**src/lbc_cfg.svh**
```systemverilog
`ifndef LBC_CFG_SVH
`define LBC_CFG_SVH

// Byte lane codes carried by a request
`define LANE_WORD 2'h0
`define LANE_EVEN 2'h1
`define LANE_ODD 2'h2
`define LANE_REFRESH 2'h3

// Bit positions inside the lane code: upper enable level, address bit 0
`define LANE_UPPER_BIT 0
`define LANE_A0_BIT 1

// Cycle kinds
`define KIND_READ 2'h0
`define KIND_WRITE 2'h1
`define KIND_REFRESH 2'h2

// Interrupt type raised on a coprocessor exception
`define FAULT_VECTOR 8'h10

// Idle level of the active-low strobes, and the transceiver direction levels
`define STROBE_IDLE 1'h1
`define DIR_RECEIVE 1'h0
`define DIR_TRANSMIT 1'h1

// Stages of the pin synchroniser
`define SYNC_STAGES 2

`endif

```
**src/lbc_pkg.sv**
```systemverilog
package lbc_pkg;

   typedef logic [1:0] lane_type;
   typedef logic [1:0] kind_type;

   // One bus cycle as the core asks for it
   typedef struct packed {
      kind_type kind;
      lane_type lane;
      logic coproc;
      logic locked;
      logic last;
      logic ignore_ready;
   } request_type;

   // Bus control pins, all active low except direction and addr0
   typedef struct packed {
      logic read_n;
      logic write_n;
      logic transceiver_enable_n;
      logic transceiver_direction;
      logic upper_byte_enable_n;
      logic addr0;
      logic refresh_indicator_n;
      logic coproc_select_n;
   } bus_pins_type;

   typedef enum logic [5:0] {
      ST_IDLE = 6'h01,
      ST_ADDR = 6'h02,
      ST_STROBE = 6'h04,
      ST_WAIT = 6'h08,
      ST_END = 6'h10,
      ST_GRANT = 6'h20
   } state_type;

endpackage

```
**src/pin_sync.sv**
```systemverilog
`timescale 1ns/1ps

// Two-stage synchroniser for asynchronous pins
module pin_sync #(
   parameter int WIDTH = 1,
   parameter logic [WIDTH-1:0] INIT = '0
) (
   // Clock and reset
   input wire logic clock,
   input wire logic rst,
   // Pins in, synchronised levels out
   input wire logic [WIDTH-1:0] pin,
   output logic [WIDTH-1:0] level
);

   logic [WIDTH-1:0] meta;

   always_ff @(posedge clock) begin
      if (rst) begin
         meta <= INIT;
         level <= INIT;
      end else begin
         meta <= pin;
         level <= meta;
      end
   end

endmodule

```
**src/local_bus_ctrl.sv**
```systemverilog
`timescale 1ns/1ps
`include "lbc_cfg.svh"

// Functional notes
// RULE1: Upper byte enable and A0 encode word, even byte, odd byte, refresh.
// RULE2: On the narrow bus variant the refresh indicator goes low in refresh.
// RULE3: The read strobe is asserted in a read cycle so the target drives data.
// RULE4: The store strobe is asserted in a write cycle to write bus data.
// RULE5: A cycle ends only once ready is seen, unless told to ignore ready.
// RULE6: Transceiver enable is active only while data moves on the bus.
// RULE7: Transceiver direction follows the direction of the current transfer.
// RULE8: While the lock flag is active no bus request, hold included, is granted.
// RULE9: During reset the lock pin is an undriven input held weakly high.
// RULE10: Hold is granted only at an instruction boundary outside a lock.
// RULE11: On grant the bus grant output rises and bus outputs are floated.
// RULE12: Coprocessor select is active on coprocessor access, wide bus only.
// RULE13: Error is sampled at each numerics start and raises type 16 if active; with NARROW_BUS set the code never samples it or raises fault_irq.
// RULE14: Bus grant stays until hold is removed, then the bus is driven again.
module local_bus_ctrl #(
   parameter bit NARROW_BUS = 1'b0
) (
   // Clock and reset
   input wire logic clock,
   input wire logic rst,
   // Core request side
   input wire logic req_valid,
   input wire lbc_pkg::request_type req,
   output logic req_taken,
   output logic cycle_done,
   // Numerics operation start from the core
   input wire logic numerics_start,
   output logic fault_irq,
   output logic [7:0] fault_vector,
   // Asynchronous pins
   input wire logic ready,
   input wire logic hold,
   input wire logic error_n,
   // Bus control pins and their shared output enable
   output lbc_pkg::bus_pins_type pins,
   output logic pins_oe,
   // Lock pin, two-way
   input wire logic lock_in,
   output logic lock_out,
   output logic lock_oe,
   // Bus grant
   output logic bus_grant_out
);

   ////////////////////////////////////////////////////////////////////////
   // Pin synchronisers

   logic [2:0] pins_raw;
   logic [2:0] pins_sync;
   logic ready_s;
   logic hold_s;
   logic error_n_s;

   assign pins_raw = {ready, hold, error_n};

   pin_sync #(
      .WIDTH(3),
      .INIT(3'h1)
   ) u_sync (
      .clock(clock),
      .rst(rst),
      .pin(pins_raw),
      .level(pins_sync)
   );

   assign ready_s = pins_sync[2];
   assign hold_s = pins_sync[1];
   assign error_n_s = pins_sync[0];

   ////////////////////////////////////////////////////////////////////////
   // State and held request

   lbc_pkg::state_type state;
   lbc_pkg::state_type next_state;
   lbc_pkg::request_type cur;
   logic at_boundary;
   logic lock_active;

   wire is_idle = (state == lbc_pkg::ST_IDLE);
   wire lock_seen = lock_active;
   // Hold wins over a new request only at a boundary outside a lock
   wire grant_now = is_idle && hold_s && at_boundary
                    && !lock_seen; // see RULE8 see RULE10
   wire take_now = is_idle && req_valid && !grant_now;
   wire cycle_ok = ready_s || cur.ignore_ready; // see RULE5
   wire finish = (state == lbc_pkg::ST_END);

   always_comb begin
      next_state = state;
      case (state)
         lbc_pkg::ST_IDLE: begin
            if (grant_now)
               next_state = lbc_pkg::ST_GRANT;
            else if (take_now)
               next_state = lbc_pkg::ST_ADDR;
         end
         lbc_pkg::ST_ADDR: next_state = lbc_pkg::ST_STROBE;
         lbc_pkg::ST_STROBE: next_state = lbc_pkg::ST_WAIT;
         lbc_pkg::ST_WAIT: begin
            if (cycle_ok) // see RULE5
               next_state = lbc_pkg::ST_END;
         end
         lbc_pkg::ST_END: next_state = lbc_pkg::ST_IDLE;
         lbc_pkg::ST_GRANT: begin
            if (!hold_s) // see RULE14
               next_state = lbc_pkg::ST_IDLE;
         end
         default: next_state = lbc_pkg::ST_IDLE;
      endcase
   end

   always_ff @(posedge clock) begin
      if (rst)
         state <= lbc_pkg::ST_IDLE;
      else
         state <= next_state;
   end

   always_ff @(posedge clock) begin
      if (rst)
         cur <= '0;
      else if (take_now)
         cur <= req;
   end

   // Boundary opens after a cycle marked last, closes on a new cycle
   always_ff @(posedge clock) begin
      if (rst)
         at_boundary <= 1'b1;
      else if (take_now)
         at_boundary <= 1'b0;
      else if (finish && cur.last)
         at_boundary <= 1'b1;
   end

   // Lock spans the locked instruction up to its boundary
   always_ff @(posedge clock) begin
      if (rst)
         lock_active <= 1'b0;
      else if (take_now && req.locked)
         lock_active <= 1'b1; // see RULE8
      else if (finish && cur.last)
         lock_active <= 1'b0;
   end

   ////////////////////////////////////////////////////////////////////////
   // Pin values for the next cycle

   wire active = (next_state == lbc_pkg::ST_ADDR)
                 || (next_state == lbc_pkg::ST_STROBE)
                 || (next_state == lbc_pkg::ST_WAIT)
                 || (next_state == lbc_pkg::ST_END);
   wire strobing = (next_state == lbc_pkg::ST_STROBE)
                   || (next_state == lbc_pkg::ST_WAIT);
   lbc_pkg::request_type nxt;
   assign nxt = take_now ? req : cur;

   wire is_write = (nxt.kind == `KIND_WRITE);
   wire is_refresh = (nxt.kind == `KIND_REFRESH);
   // Refresh always uses the refresh lane code
   wire [1:0] lane = is_refresh ? `LANE_REFRESH : nxt.lane;

   lbc_pkg::bus_pins_type next_pins;
   always_comb begin
      next_pins.read_n = ~(strobing && !is_write); // see RULE3
      next_pins.write_n = ~(strobing && is_write); // see RULE4
      // Enable only while data really moves; refresh carries none
      next_pins.transceiver_enable_n =
         ~(strobing && !is_refresh); // see RULE6
      next_pins.transceiver_direction = (active && is_write) ?
         `DIR_TRANSMIT : `DIR_RECEIVE; // see RULE7
      next_pins.upper_byte_enable_n = active ?
         lane[`LANE_UPPER_BIT] : `STROBE_IDLE; // see RULE1
      next_pins.addr0 = active ? lane[`LANE_A0_BIT] : 1'b0; // see RULE1
      next_pins.refresh_indicator_n =
         ~(NARROW_BUS && active && is_refresh); // see RULE2
      next_pins.coproc_select_n =
         ~(!NARROW_BUS && active && nxt.coproc); // see RULE12
   end

   wire next_grant = (next_state == lbc_pkg::ST_GRANT);
   wire next_lock = (take_now && req.locked) || (lock_active
                    && !(finish && cur.last));

   always_ff @(posedge clock) begin
      if (rst) begin
         pins <= '1;
         pins_oe <= 1'b0;
         bus_grant_out <= 1'b0;
      end else begin
         pins <= next_pins;
         // Float the bus while the other master owns it
         pins_oe <= !next_grant; // see RULE11
         bus_grant_out <= next_grant; // see RULE11 see RULE14
      end
   end

   // Lock pin: undriven in reset so the pull keeps it high
   always_ff @(posedge clock) begin
      if (rst) begin
         lock_out <= 1'b1;
         lock_oe <= 1'b0; // see RULE9
      end else begin
         lock_out <= ~next_lock; // see RULE8
         lock_oe <= !next_grant;
      end
   end

   ////////////////////////////////////////////////////////////////////////
   // Core handshake

   always_ff @(posedge clock) begin
      if (rst) begin
         req_taken <= 1'b0;
         cycle_done <= 1'b0;
      end else begin
         req_taken <= take_now;
         cycle_done <= (state == lbc_pkg::ST_WAIT) && cycle_ok;
      end
   end

   ////////////////////////////////////////////////////////////////////////
   // Coprocessor exception

   always_ff @(posedge clock) begin
      if (rst) begin
         fault_irq <= 1'b0;
         fault_vector <= 8'h00;
      end else begin
         // Narrow variant has no error pin
         fault_irq <= numerics_start && !error_n_s
                      && !NARROW_BUS; // see RULE13
         fault_vector <= `FAULT_VECTOR; // see RULE13
      end
   end

endmodule

```
**config.mk**
```make
export PLATFORM = sky130hd
export DESIGN_NAME = local_bus_ctrl
export DESIGN_NICKNAME = d
export VERILOG_FILES = /design/src/lbc_pkg.sv /design/src/pin_sync.sv /design/src/local_bus_ctrl.sv
export VERILOG_INCLUDE_DIRS = /design/src /design/src/src
export SDC_FILE = /design/constraint.sdc
export NUM_CORES = 1
export LEC_CHECK = 0
export BUFFER_PORTS_ARGS = -buffer_cell sky130_fd_sc_hd__buf_2
export CAP_MARGIN = 20
export CELL_PAD_IN_SITES_DETAIL_PLACEMENT = 1
export CELL_PAD_IN_SITES_GLOBAL_PLACEMENT = 1
export CORE_MARGIN = 8
export CORE_UTILIZATION = 34
export DETAILED_ROUTE_END_ITERATION = 8
export PLACE_DENSITY_LB_ADDON = 0.1
export SYNTH_ARGS = -nofsm -noshare
export SYNTH_HDL_FRONTEND = slang
export SYNTH_SLANG_ARGS = --single-unit
```
**constraint.sdc**
```tcl
create_clock -name clock -period 1.5 [get_ports clock]
set_clock_uncertainty 0.1 [all_clocks]
set_input_delay 0.075 -clock clock [delete_from_list [all_inputs] [get_ports clock]]
set_output_delay 0.075 -clock clock [all_outputs]
set_load 0.03 [all_outputs]
```
# ---- After elaboration in Yosys (flattened, before gate mapping)
# Cells that the tools add are included.
dict set report word_totals {
  regBits 44
  latchBits 0
  ramBits 0
  rom_bits 0
  inputBits 16
  out_inout_bits 23
  wordCells 90
  mem_count 0
}
dict set report classes {
  add_sub_neg 0
  n_mul 0
  n_div 0
  order_cmp 0
  eq_ne 13
  n_shift 0
  n_mux 14
  bitwise 6
  reduce_logical 31
}
# op n
set op_table {}
lappend op_table {{6-bit one-hot mux with 5 select lines} 1}
lappend op_table {{6-bit 2-to-1 mux} 4}
lappend op_table {{1-bit logical AND} 15}
lappend op_table {{6-bit by 2-bit equality test with 1-bit output (second input constant)} 2}
lappend op_table {{6-bit by 3-bit equality test with 1-bit output (second input constant)} 2}
lappend op_table {{6-bit by 4-bit equality test with 1-bit output (second input constant)} 2}
lappend op_table {{6-bit by 5-bit equality test with 1-bit output (second input constant)} 2}
lappend op_table {{6-bit equality test (second input constant)} 2}
lappend op_table {{8-bit 2-to-1 mux} 1}
lappend op_table {{1-bit zero test} 7}
lappend op_table {{6-bit by 1-bit equality test with 1-bit output (second input constant)} 1}
lappend op_table {{1-bit logical OR} 6}
lappend op_table {{1-bit 2-to-1 mux} 6}
lappend op_table {{1-bit NOT} 6}
lappend op_table {{5-bit 2-to-1 mux} 1}
lappend op_table {{2-bit nonzero test} 2}
lappend op_table {{3-bit OR reduction} 1}
lappend op_table {{2-bit by 1-bit equality test with 1-bit output (second input constant)} 1}
lappend op_table {{2-bit equality test (second input constant)} 1}
lappend op_table {{2-bit 2-to-1 mux} 1}

# ---- Longest topological paths before layout
# Gate-level depths: netlist of the first run.
dict set report logic_depth {
  depth_word 15
  depth_mapped 6
  ltp_nobuf 4
}

# ---- Hierarchy
# From an unflattened synthesis of the first run, not the netlist that was laid out.
dict set report unflattened {
  hier_cells 146
  area_unflattened_um2 1407.6
}
# mod n_inst cells_per_inst area_each_um2 seq_area_each_um2
set by_module_without_submodules {}
lappend by_module_without_submodules {local_bus_ctrl 1 134 1249.9 580.6}
lappend by_module_without_submodules {pin_sync 1 12 157.7 120.1}

# ---- Worst setup path before layout of the first run
# Ideal clock, no wire load.
dict set report synth_timing {
  path_type {flip-flop to flip-flop}
  startpoint {reg state[2]}
  endpoint {reg pins[7] in the netlist's numbering}
  setup_time_ps 127
  arrival_time_ps 1382
  required_time_ps 1273
  slack_ps -110
  path_stages_with_launch 6
  path_buffers 1
  period_less_slack_ps 1610
  cell_sequence {dfxtp_1 -> buf_6 -> nor4b_4 -> nand4b_2 -> and3b_1 -> or3b_1}
}
dict set report synth_via {
  elab_chain_cells 13
  word_cells_on_any_way 24
  classes_between {eq/ne: 8; mux: 6; bitwise: 1; reduce/logical: 9}
}
# item line
set synth_lines {}
lappend synth_lines {{start, declared} local_bus_ctrl.sv:77} ;# lbc_pkg::state_type state;
lappend synth_lines {{start signal, assigned} local_bus_ctrl.sv:118} ;# state <= lbc_pkg::ST_IDLE;
lappend synth_lines {{start signal, assigned} local_bus_ctrl.sv:120} ;# state <= next_state;
lappend synth_lines {{6-bit by 1-bit equality test with 1-bit output} {local_bus_ctrl.sv:83, local_bus_ctrl.sv:94}}
lappend synth_lines {{1-bit logical AND (2 in a row)} local_bus_ctrl.sv:86} ;# wire grant_now = is_idle && hold_s && at_boundary
lappend synth_lines {{1-bit logical AND} local_bus_ctrl.sv:87} ;# && !lock_seen;
lappend synth_lines {{1-bit zero test} local_bus_ctrl.sv:88} ;# wire take_now = is_idle && req_valid && !grant_now;
lappend synth_lines {{1-bit logical AND} local_bus_ctrl.sv:88}
lappend synth_lines {{6-bit 2-to-1 mux} local_bus_ctrl.sv:98} ;# else if (take_now)
lappend synth_lines {{6-bit 2-to-1 mux} local_bus_ctrl.sv:96} ;# if (grant_now)
lappend synth_lines {{6-bit one-hot mux with 5 select lines} local_bus_ctrl.sv:94} ;# case (state)
lappend synth_lines {{6-bit by 3-bit equality test with 1-bit output or 6-bit by 4-bit equality test with 1-bit output (tied branches)} {local_bus_ctrl.sv:157, local_bus_ctrl.sv:158}}
lappend synth_lines {{1-bit logical OR} local_bus_ctrl.sv:158} ;# || (next_state == lbc_pkg::ST_WAIT);
lappend synth_lines {{1-bit logical AND (*)} local_bus_ctrl.sv:169} ;# next_pins.read_n = ~(strobing && !is_write);
lappend synth_lines {{1-bit NOT (*)} local_bus_ctrl.sv:169}
lappend synth_lines {{end signal, assigned} local_bus_ctrl.sv:195} ;# pins <= next_pins;
lappend synth_lines {{end, declared} local_bus_ctrl.sv:39} ;# output lbc_pkg::bus_pins_type pins,
# Every way passes the cells marked *; elsewhere a longest branch is shown, timed or not.
# A chain may end at the register's enable or synchronous reset.

# ---- Worst setup path in the final report of the first run
dict set report layout_timing {
  startpoint {reg state[1]}
  endpoint {reg pins[7] in the netlist's numbering}
}
# Same word-level chain as after synthesis.

==> flow_summary.yaml, run 1 <==
run_status:
  run_status: "finished with violations"
  violations: "setup timing"
floorplan:
  fp.dieW_um: 78.8
  fp.dieH_um: 78.8
  core-area_um2: 3880
  die-area_um2: 6200
  io_pins: 39
  rows: 23
  start_util_pct: 34.5
sta:
  period_minus_slack_ps: 1640
  rsz0062_at_grt: "true"
  setup_viol: 15
  worst_slack_ps: -140
  min_period_over_period_pct: 109
  slew_violations: 0
  holdWs_ps: 33.4
  report.final.hold_viol_count: 0
  tns_ps: -905
  fmax_mhz: 610
drt:
  viasPerCell: 4.60
  drc: 0
  drtIter0Drc: 22
  vias: 1158
  first_pass_iters: 4
  drt-wirelength-per-cell_um: 14.1
  detail_route.wirelength_mm: 3.55
  drtAntennaViolNets: 0
logic_synthesis:
  yosysTopAreaCell: "dfxtp_1"
  synth_fa_ha_area_share_pct: 0
  synth_cell_type_count: 37
  synthesis.instances: 134
  synth_area_um2: 1340
  ys_async_sr_fraction_pct: 0
  syn-mean-instance-area_um2: 9.99
  yosysWarningCount: 0
  yosys-mux-area-fraction_pct: 5.98
  ys_seq_area_share_pct: 52.3
  synth_top_family_by_area: "simple AND/OR/NAND/NOR gates"
  synth_flop_cell: "dfxtp_1"
  yosys.area_share.xor_xnor_pct: 0.654
  synth.top_cell.area_share_pct: 52.3
  synth_compound_area_share_pct: 8.79
  ys_seq_elements: 35
  synth-edff-count: 0
  ys_top_cells_by_area: "dfxtp_1 (52%), mux2i_1 (6.0%), buf_4 (5.0%)"
  synth-simple-area-share_pct: 23.5
worst_setup_path:
  cp-startpoint: "state[1]$_SDFF_PP0_"
  worstSetupPathType: "flop to flop"
  cp.arrival_ps: 1710
  worstPathRequired_ps: 1570
  cp-start-kind: "flop"
  ff2ff_path_depth: 5
  reg2reg_slack_ps: -140
  r2r-start: "state[1]$_SDFF_PP0_"
  worstReg2RegEnd: "pins[7]$_SDFF_PP1_"
  path_max_fanout: 3
  crit_path_end_kind: "flop"
power:
  total_power_mw: 2.28
  ir_worst_vdd_v: 0.000576
  leakage_nw: 0.919
  power_density_nw_per_um2: 1150
global_routing:
  track_usage_pct: 12.0
  grt_first_pass_wirelength_mm: 5.93
  grt_max_degree: 19
  antenna_found_initial: 0
  grt_pass1_vias: 1276
  overflow: 0
place:
  gp_congestion: 0.843
  dpl_cell_area_um2: 1660
  dpl.hpwl_mm: 2.64
  dp.cells: 230
  port_buffers: 29
  place_ws_ps: -270
finish:
  drive_above_1_share_pct: 39.6
  design_area_um2: 1990
  num-nets-final: 217
  fin_cells: 252
  syn_to_final_growth_pct: 48.5
  diodes: 0
  utilization_pct: 51.2
clock_tree:
  h-tree-depth: 2
  cts_made_buffers: 5
  cts-root-buf: "clkbuf_8"
  cts_max_path_buffers: 2
  clk_latency_ps: 280
  tritoncts: "yes"
  clkTransAtPathRegs_ps: 70
  cts_num_sinks: 35
hold_path:
  min_from: "req[7]"
  whs_endpoint: "pins[6]$_SDFF_PP1_"
  min_path_cells: 3
  hold_class: "primary input to flop"
run:
  drv_cap: 0
## sequential cells by signal, summed over array words and instances, names as in the netlist
signal         cells
lock_out           1
u_sync.meta        3
lock_oe            1
cycle_done         1
lock_active        1
state              6
fault_irq          1
fault_vector       1
cur                7
at_boundary        1
pins               7
u_sync.level       3
bus_grant_out      1
req_taken          1
## synth_stat cells (2+ instances only)
master and count:
a21oi_1 6, and3_1 3, and3b_1 2, buf_4 9, clkbuf_1 3, conb_1 2, dfxtp_1 35, inv_1 4
mux2i_1 8, nand2_1 6, nand3b_1 2, nor2_1 16, nor2b_1 6, nor3_1 3, nor3b_1 3, nor4_1 3
o21ai_0 2, or2_2 2
## power breakdown
part	leakage (nW)	total, mW	internal, mW	switching [mW]
Clock	0.0515	0.729	0.419	0.311
Combinational	0.578	0.523	0.251	0.273
Sequential	0.289	1.03	0.996	0.0309
Total	0.919	2.28	1.67	0.614
## routing by layer
layer	up-vias	routed length, um	track usage [%]
met1	555	1540	13.5
met4	0	17	3.89
met2	26	1780	20.2
met3	2	215	4.85
li1	575	-	-
met5	-	0	0
## worst max-delay path: stages, from the launching register on
cell and delay (ps):
dfxtp_2 350, buf_6 130, nor4b_4 300, nand3_2 140, a21oi_2 160, or3b_1 350
## repair_timing
item | 4_1_cts | 5_1_grt
setup endpoints to repair | 15 | 21
setup buffers | 3 | 0
pin swaps | 5 | 8
hold buffers | 11 | 0
endpoints found under the hold margin | 14 | 0
gates resized for setup | 15 | 5
## worst max path at each step
stage / slack [ps] / endpoint / cells past startpoint
floorplan: -110 / pins[7]$_SDFF_PP1_ / 5
global placement: -170 / pins[7]$_SDFF_PP1_ / 5
detailed placement: -270 / pins[7]$_SDFF_PP1_ / 5
CTS: -130 / pins[7]$_SDFF_PP1_ / 5
global route: -210 / pins[7]$_SDFF_PP1_ / 5
finish: -140 / pins[7]$_SDFF_PP1_ / 5
## cells in the final DEF (no fill, tap or decap), types with 2 or more instances in the layout
cell type	count
inv_1	4
dlygate4sd3_1	11
nand3b_1	2
buf_6	6
o21ai_0	2
clkbuf_8	7
buf_2	29
buf_4	22
nor4b_4	2
nor4_1	2
nor3b_1	2
or2_2	2
dfxtp_1	32
nor3_1	3
a21oi_1	5
and3_1	3
nor2_1	15
nand2_1	6
dfxtp_2	3
conb_1	8
mux2i_1	8
nor2b_1	6
and3b_1	2
## cells by family (layout without fill, tap and decap cells)
kind of cell	count (synthesis)	count (layout)
compound gates	18	18
xor+xnor	1	1
buf+inv	18	80
flops	35	35
mux	8	8
other cells	2	8
simple gates	52	52
## layout make-up
type | count | area (um2)
Tap cell | 50 | 62.6
Inverter | 4 | 15.0
Sequential cell | 35 | 704
Multi-Input combinational cell | 87 | 618
Fill cell | 455 | 1900
Timing Repair Buffer | 68 | 488
Clock buffer | 8 | 100
Power figures use the tool's default switching activity.
==> run 2: changes to the inputs <==
--- a/config.mk
+++ b/config.mk
@@ -6,13 +6,13 @@
 export SDC_FILE = /design/constraint.sdc
 export NUM_CORES = 1
 export LEC_CHECK = 0
-export BUFFER_PORTS_ARGS = -buffer_cell sky130_fd_sc_hd__buf_2
 export CAP_MARGIN = 20
 export CELL_PAD_IN_SITES_DETAIL_PLACEMENT = 1
 export CELL_PAD_IN_SITES_GLOBAL_PLACEMENT = 1
 export CORE_MARGIN = 8
-export CORE_UTILIZATION = 34
+export CORE_UTILIZATION = 41
 export DETAILED_ROUTE_END_ITERATION = 8
+export DONT_BUFFER_PORTS = 1
 export PLACE_DENSITY_LB_ADDON = 0.1
 export SYNTH_ARGS = -nofsm -noshare
 export SYNTH_HDL_FRONTEND = slang
==> run 2 against run 1 <==
Effect of this change:
- critical endpoint unchanged
- sequential share of layout area grew 2.7 points
- the run ends with hold timing, setup timing left
- sequential cell count is the same
- sequential power grew 5%
- clock-buffer cell count shrank 3
- total power grew 3.2%
- via count shrank 7.9%
- global-route usage grew 1.3 points
- core utilization grew 8.9 points
- critical path depth shrank 1
- cell count shrank 16%
==> flow_summary.yaml, run 2 (synthesis results as in run 1) <==
worst_setup_path:
  cp.arrival_ps: 1790
  cp-start-kind: "flop"
  worst-path-buf-inv: 0
  slowest_delay_ps: 350
  crit_chain: "nor4b_4, nand4b_4, and3b_1, or3b_1"
  path_delay_family: "simple AND/OR/NAND/NOR gates"
  worstPathRequired_ps: 1630
  cp_slowest_cell: "dfxtp_2"
  worstSetupPathType: "flop to flop"
  path_max_fanout: 6
  crit_path_end_kind: "flop"
global_routing:
  grt_pass1_vias: 1114
  grt_first_pass_wirelength_mm: 5.48
  track_usage_pct: 13.3
  grt_max_degree: 28
  overflow: 0
  antenna_found_initial: 0
place:
  dpl_cell_area_um2: 1440
  gp_congestion: 0.881
  dp.cells: 186
  dpl.hpwl_mm: 2.19
  port_buffers: 0
floorplan:
  io_pins: 39
  start_util_pct: 43.5
  core-area_um2: 3080
  rows: 20
  fp.dieH_um: 73.1
  die-area_um2: 5350
  fp.dieW_um: 73.1
drt:
  vias: 1067
  drtIter0Drc: 55
  drt-wirelength-per-cell_um: 16.1
  viasPerCell: 5.03
  drtAntennaViolNets: 0
  first_pass_iters: 7
  detail_route.wirelength_mm: 3.40
  drc: 0
clock_tree:
  cts_max_path_buffers: 2
  cts_num_sinks: 35
  tritoncts: "yes"
  cts_hold_buf: 14
  clkTransAtPathRegs_ps: 110
  clk_latency_ps: 340
  h-tree-depth: 2
  cts-root-buf: "clkbuf_4"
  cts_made_buffers: 5
power:
  sw_frac_of_total_pct: 26.1
  p_sw_uw: 613
  pwr-share-seq_pct: 45.9
  p_int_mw: 1.74
  ir_worst_vdd_v: 0.000817
  leakage_nw: 0.788
  pwr-share-clk_pct: 35.7
  power_frac_comb_pct: 18.4
  power_density_nw_per_um2: 1270
sta:
  slew_violations: 0
  rsz0062_at_grt: "true"
  tns_ps: -595
  setup_viol: 12
  min_period_over_period_pct: 110
  worst_pin_slew_ps: 580
  worst_slack_ps: -157
  relSlewSlack_pct: 61.3
  report.final.hold_viol_count: 22
  period_minus_slack_ps: 1660
  holdWs_ps: -325
  fmax_mhz: 604
finish:
  syn_to_final_growth_pct: 38.1
  fin_cells: 212
  layout_common_cells: "dfxtp_1 (32), nor2_1 (14), dlygate4sd3_1 (14)"
  drive_above_1_share_pct: 30.4
  num-nets-final: 183
  final_common_cell: "dfxtp_1"
  biggestRegsByFlops: "cur: 7 flops, pins: 7 flops, state: 6 flops"
  utilization_pct: 60.1
  design_area_um2: 1850
  diodes: 0
run_status:
  violations: "hold timing, setup timing"
  run_status: "finished with violations"
run:
  drv_cap: 0
hold_path:
  hold_class: "primary input to flop"
run 2: power by group through the flow:
| stage | combinational (mW) | clock, mW | sequential (mW) |
|---|---|---|---|
| 6_report | 0.434 | 0.840 | 1.08 |
| 5_1_grt | 0.468 | 0.895 | 1.09 |
| 4_1_cts | 0.413 | 0.861 | 1.08 |
| 3_5_place_dp | 0.302 | 0 | 1.10 |
| 3_3_place_gp | 0.292 | 0 | 1.10 |
| 2_1_floorplan | 0.238 | 0 | 1.09 |
run 2: metrics by stage:
| stage | setup slack [ps] | power (mW) |
|---|---|---|
| after floorplan | -110 | 1.33 |
| after global placement | -195 | 1.39 |
| after detailed placement | -316 | 1.40 |
| after CTS | -159 | 2.35 |
| after global routing | -255 | 2.45 |
| final | -157 | 2.35 |
run 2: cell type report:
cell class	instances	area, um2
Clock inverter	3	67.6
Sequential cell	35	704
Clock buffer	5	37.5
Tap cell	44	55.1
Fill cell	345	1230
Inverter	4	15.0
Multi-Input combinational cell	87	653
Timing Repair Buffer	34	317
run 2: path summary, 6_finish.rpt:
| path | slack, ps | depth (start not counted) | startpoint | endpoint |
|---|---|---|---|---|
| setup / recovery | -160 | 4 | state[3]$_SDFF_PP0_ | pins[7]$_SDFF_PP1_ |
| setup reg to reg | -160 | 4 | state[3]$_SDFF_PP0_ | pins[7]$_SDFF_PP1_ |
| hold reg to reg | 400 | 2 | at_boundary$_SDFFE_PP1P_ | at_boundary$_SDFFE_PP1P_ |
| hold / removal | -330 | 1 | rst | state[3]$_SDFF_PP0_ |
run 2: metal layers:
metal,vias to the layer above,share of wire [%],global-route usage [%]
li1,510,-,-
met1,516,40,15.0
met2,35,51,21.9
met3,6,8.2,5.36
met4,0,1.4,4.67
met5,-,0,0
run 2: repair_timing:
action                     4_1_cts  5_1_grt
gates resized for setup         23        7
buffers inserted                 4        2
hold endpoints to repair        35       22
pin swaps                        6       13
setup endpoints to repair       17       22
run 2: worst reg2reg max path: cells and delay by family (launching register included):
family	cells	cell delay [ps]
and+or+nand+nor	4	1090
DFF	1	350
==> run 3: changes to the inputs <==
--- a/config.mk
+++ b/config.mk
@@ -9,8 +9,9 @@
 export CAP_MARGIN = 20
 export CELL_PAD_IN_SITES_DETAIL_PLACEMENT = 1
 export CELL_PAD_IN_SITES_GLOBAL_PLACEMENT = 1
+export CORE_ASPECT_RATIO = 0.9
 export CORE_MARGIN = 8
-export CORE_UTILIZATION = 41
+export CORE_UTILIZATION = 46
 export DETAILED_ROUTE_END_ITERATION = 8
 export DONT_BUFFER_PORTS = 1
 export PLACE_DENSITY_LB_ADDON = 0.1
==> constraint.sdc (replaced) <==
create_clock -name clock -period 1.93 [get_ports clock]
set_clock_uncertainty 0.1 [all_clocks]
set_input_delay 0.0965 -clock clock [delete_from_list [all_inputs] [get_ports clock]]
set_output_delay 0.0965 -clock clock [all_outputs]
set_load 0.03 [all_outputs]
==> run 3 against run 2 <==
Effect of this change:
- the flow now finishes without violations
- sequential share of layout area is 6.7 points higher
- core utilization is 3.6 points lower
- global-route usage hardly changed
- highest routed layer unchanged
- hold slack better by 610 ps
- cell count is 9.9% lower
- die area is 8.5% lower
- critical endpoint unchanged
- first-iteration DRC count is 18% higher
- largest cell class unchanged
- critical path type unchanged
==> flow_summary.yaml, run 3 (synthesis results as in run 1) <==
run_status:
  run_status: "finished, final reports clean"
sta:
  report.final.hold_viol_count: 0
  relSlewSlack_pct: 37.3
  worst_pin_slew_ps: 938
  holdWs_ps: 286
  fmax_mhz: 554
  tns_ps: 0
  setup_viol: 0
  min_period_over_period_pct: 93.5
  slew_violations: 0
  rsz0062_at_grt: "true"
  period_minus_slack_ps: 1800
run:
  drv_cap: 0
worst_setup_path:
  ff2ff_path_depth: 4
  path_max_fanout: 6
  reg2reg_slack_ps: 130
  cp-start-kind: "flop"
  cp-startpoint: "state[3]$_SDFF_PP0_"
  crit_path_end_kind: "flop"
  slowest_delay_ps: 480
  crit_chain: "nor4b_2, nand3_1, a21oi_1, or3b_1"
  worst-path-buf-inv: 0
  worstReg2RegEnd: "pins[7]$_SDFF_PP1_"
  path_delay_family: "simple AND/OR/NAND/NOR gates"
  worstPathRequired_ps: 2060
  cp.arrival_ps: 1940
  r2r-start: "state[3]$_SDFF_PP0_"
  cp_slowest_cell: "dfxtp_1"
  worstSetupPathType: "flop to flop"
drt:
  detail_route.wirelength_mm: 3.05
  drt-wirelength-per-cell_um: 16.0
  drtAntennaViolNets: 0
  vias: 977
  drtIter0Drc: 65
  viasPerCell: 5.12
  first_pass_iters: 4
  drc: 0
floorplan:
  fp.dieH_um: 67.2
  core-area_um2: 2770
  die-area_um2: 4900
  fp.dieW_um: 72.9
  rows: 18
  start_util_pct: 48.3
  io_pins: 39
clock_tree:
  cts_max_path_buffers: 2
  cts_num_sinks: 35
  clk_latency_ps: 340
  cts_made_buffers: 5
  cts_setup_buffers: 0
  cts-root-buf: "clkbuf_4"
  clkTransAtPathRegs_ps: 100
  h-tree-depth: 2
  tritoncts: "yes"
hold_path:
  min_from: "error_n"
  whs_endpoint: "u_sync.meta[0]$_SDFF_PP1_"
  hold_class: "primary input to flop"
  min_path_cells: 2
global_routing:
  antenna_found_initial: 0
  track_usage_pct: 13.4
  grt_pass1_vias: 990
  grt_max_degree: 28
  grt_first_pass_wirelength_mm: 4.91
  overflow: 0
finish:
  fin_cells: 191
  syn_to_final_growth_pct: 16.9
  fillers: 329
  num-nets-final: 167
  final_common_cell: "dfxtp_1"
  drive_above_1_share_pct: 11.9
  diodes: 0
  biggestRegsByFlops: "cur: 7 flops, pins: 7 flops, state: 6 flops"
  layout_common_cells: "dfxtp_1 (35), nor2_1 (16), dlygate4sd3_1 (15)"
  utilization_pct: 56.5
power:
  leakage_nw: 0.667
  total_power_mw: 1.50
  ir_worst_vdd_v: 0.000507
  power_density_nw_per_um2: 956
place:
  port_buffers: 0
  dpl.hpwl_mm: 2.06
  gp_congestion: 0.811
  dp.cells: 169
-- run 3: cell type report --
cell class,count,area (um2),share of cell area (%)
Sequential cell,35,701,44.8
Clock buffer,6,51.3,3.28
Clock inverter,1,5.00,0.320
Timing Repair Buffer,18,173,11.0
Tap cell,40,50.0,3.20
Inverter,4,15.0,0.959
Multi-Input combinational cell,87,571,36.5
-- run 3: power by group --
group,switching (mW),leakage (nW),internal (mW)
logic,0.129,0.345,0.112
clock network,0.238,0.0341,0.169
registers,0.0764,0.288,0.773
-- run 3: what timing repair did --
item                                    4_1_cts  5_1_grt
hold endpoints to repair                     35        4
gates resized for setup                       0        3
endpoints found under the setup margin        0        4
hold buffers                                 14        1
-- run 3: metal layers --
| metal | vias up | share of wire (%) | GRT usage (%) | wire length [um] |
|---|---|---|---|---|
| li1 | 478 | - | - | - |
| met2 | 24 | 48 | 20.5 | 1480 |
| met1 | 471 | 45 | 15.4 | 1380 |
| met3 | 4 | 5.1 | 6.66 | 155 |
| met4 | 0 | 1.2 | 5.99 | 38 |
| met5 | - | 0 | 0 | 0 |
-- run 3: how the worst max path moves through the flow --
stage | to | slack (ps) | cells past startpoint
finish | pins[7]$_SDFF_PP1_ | 130 | 4
global route | pins[7]$_SDFF_PP1_ | -1 | 4
CTS | pins[7]$_SDFF_PP1_ | 80 | 4
detailed placement | pins[7]$_SDFF_PP1_ | 100 | 4
global placement | pins[7]$_SDFF_PP1_ | 130 | 4
floorplan | pins[7]$_SDFF_PP1_ | 320 | 5
-- run 3: per-stage QoR --
| stage | cell area (um2) | setup WS (ps) |
|---|---|---|
| 6_report | 1570 | 126 |
| 5_1_grt | 1570 | -1.24 |
| 4_1_cts | 1540 | 78.8 |
| 3_5_place_dp | 1340 | 96.2 |
| 3_3_place_gp | 1340 | 133 |
| 2_1_floorplan | 1360 | 320 |
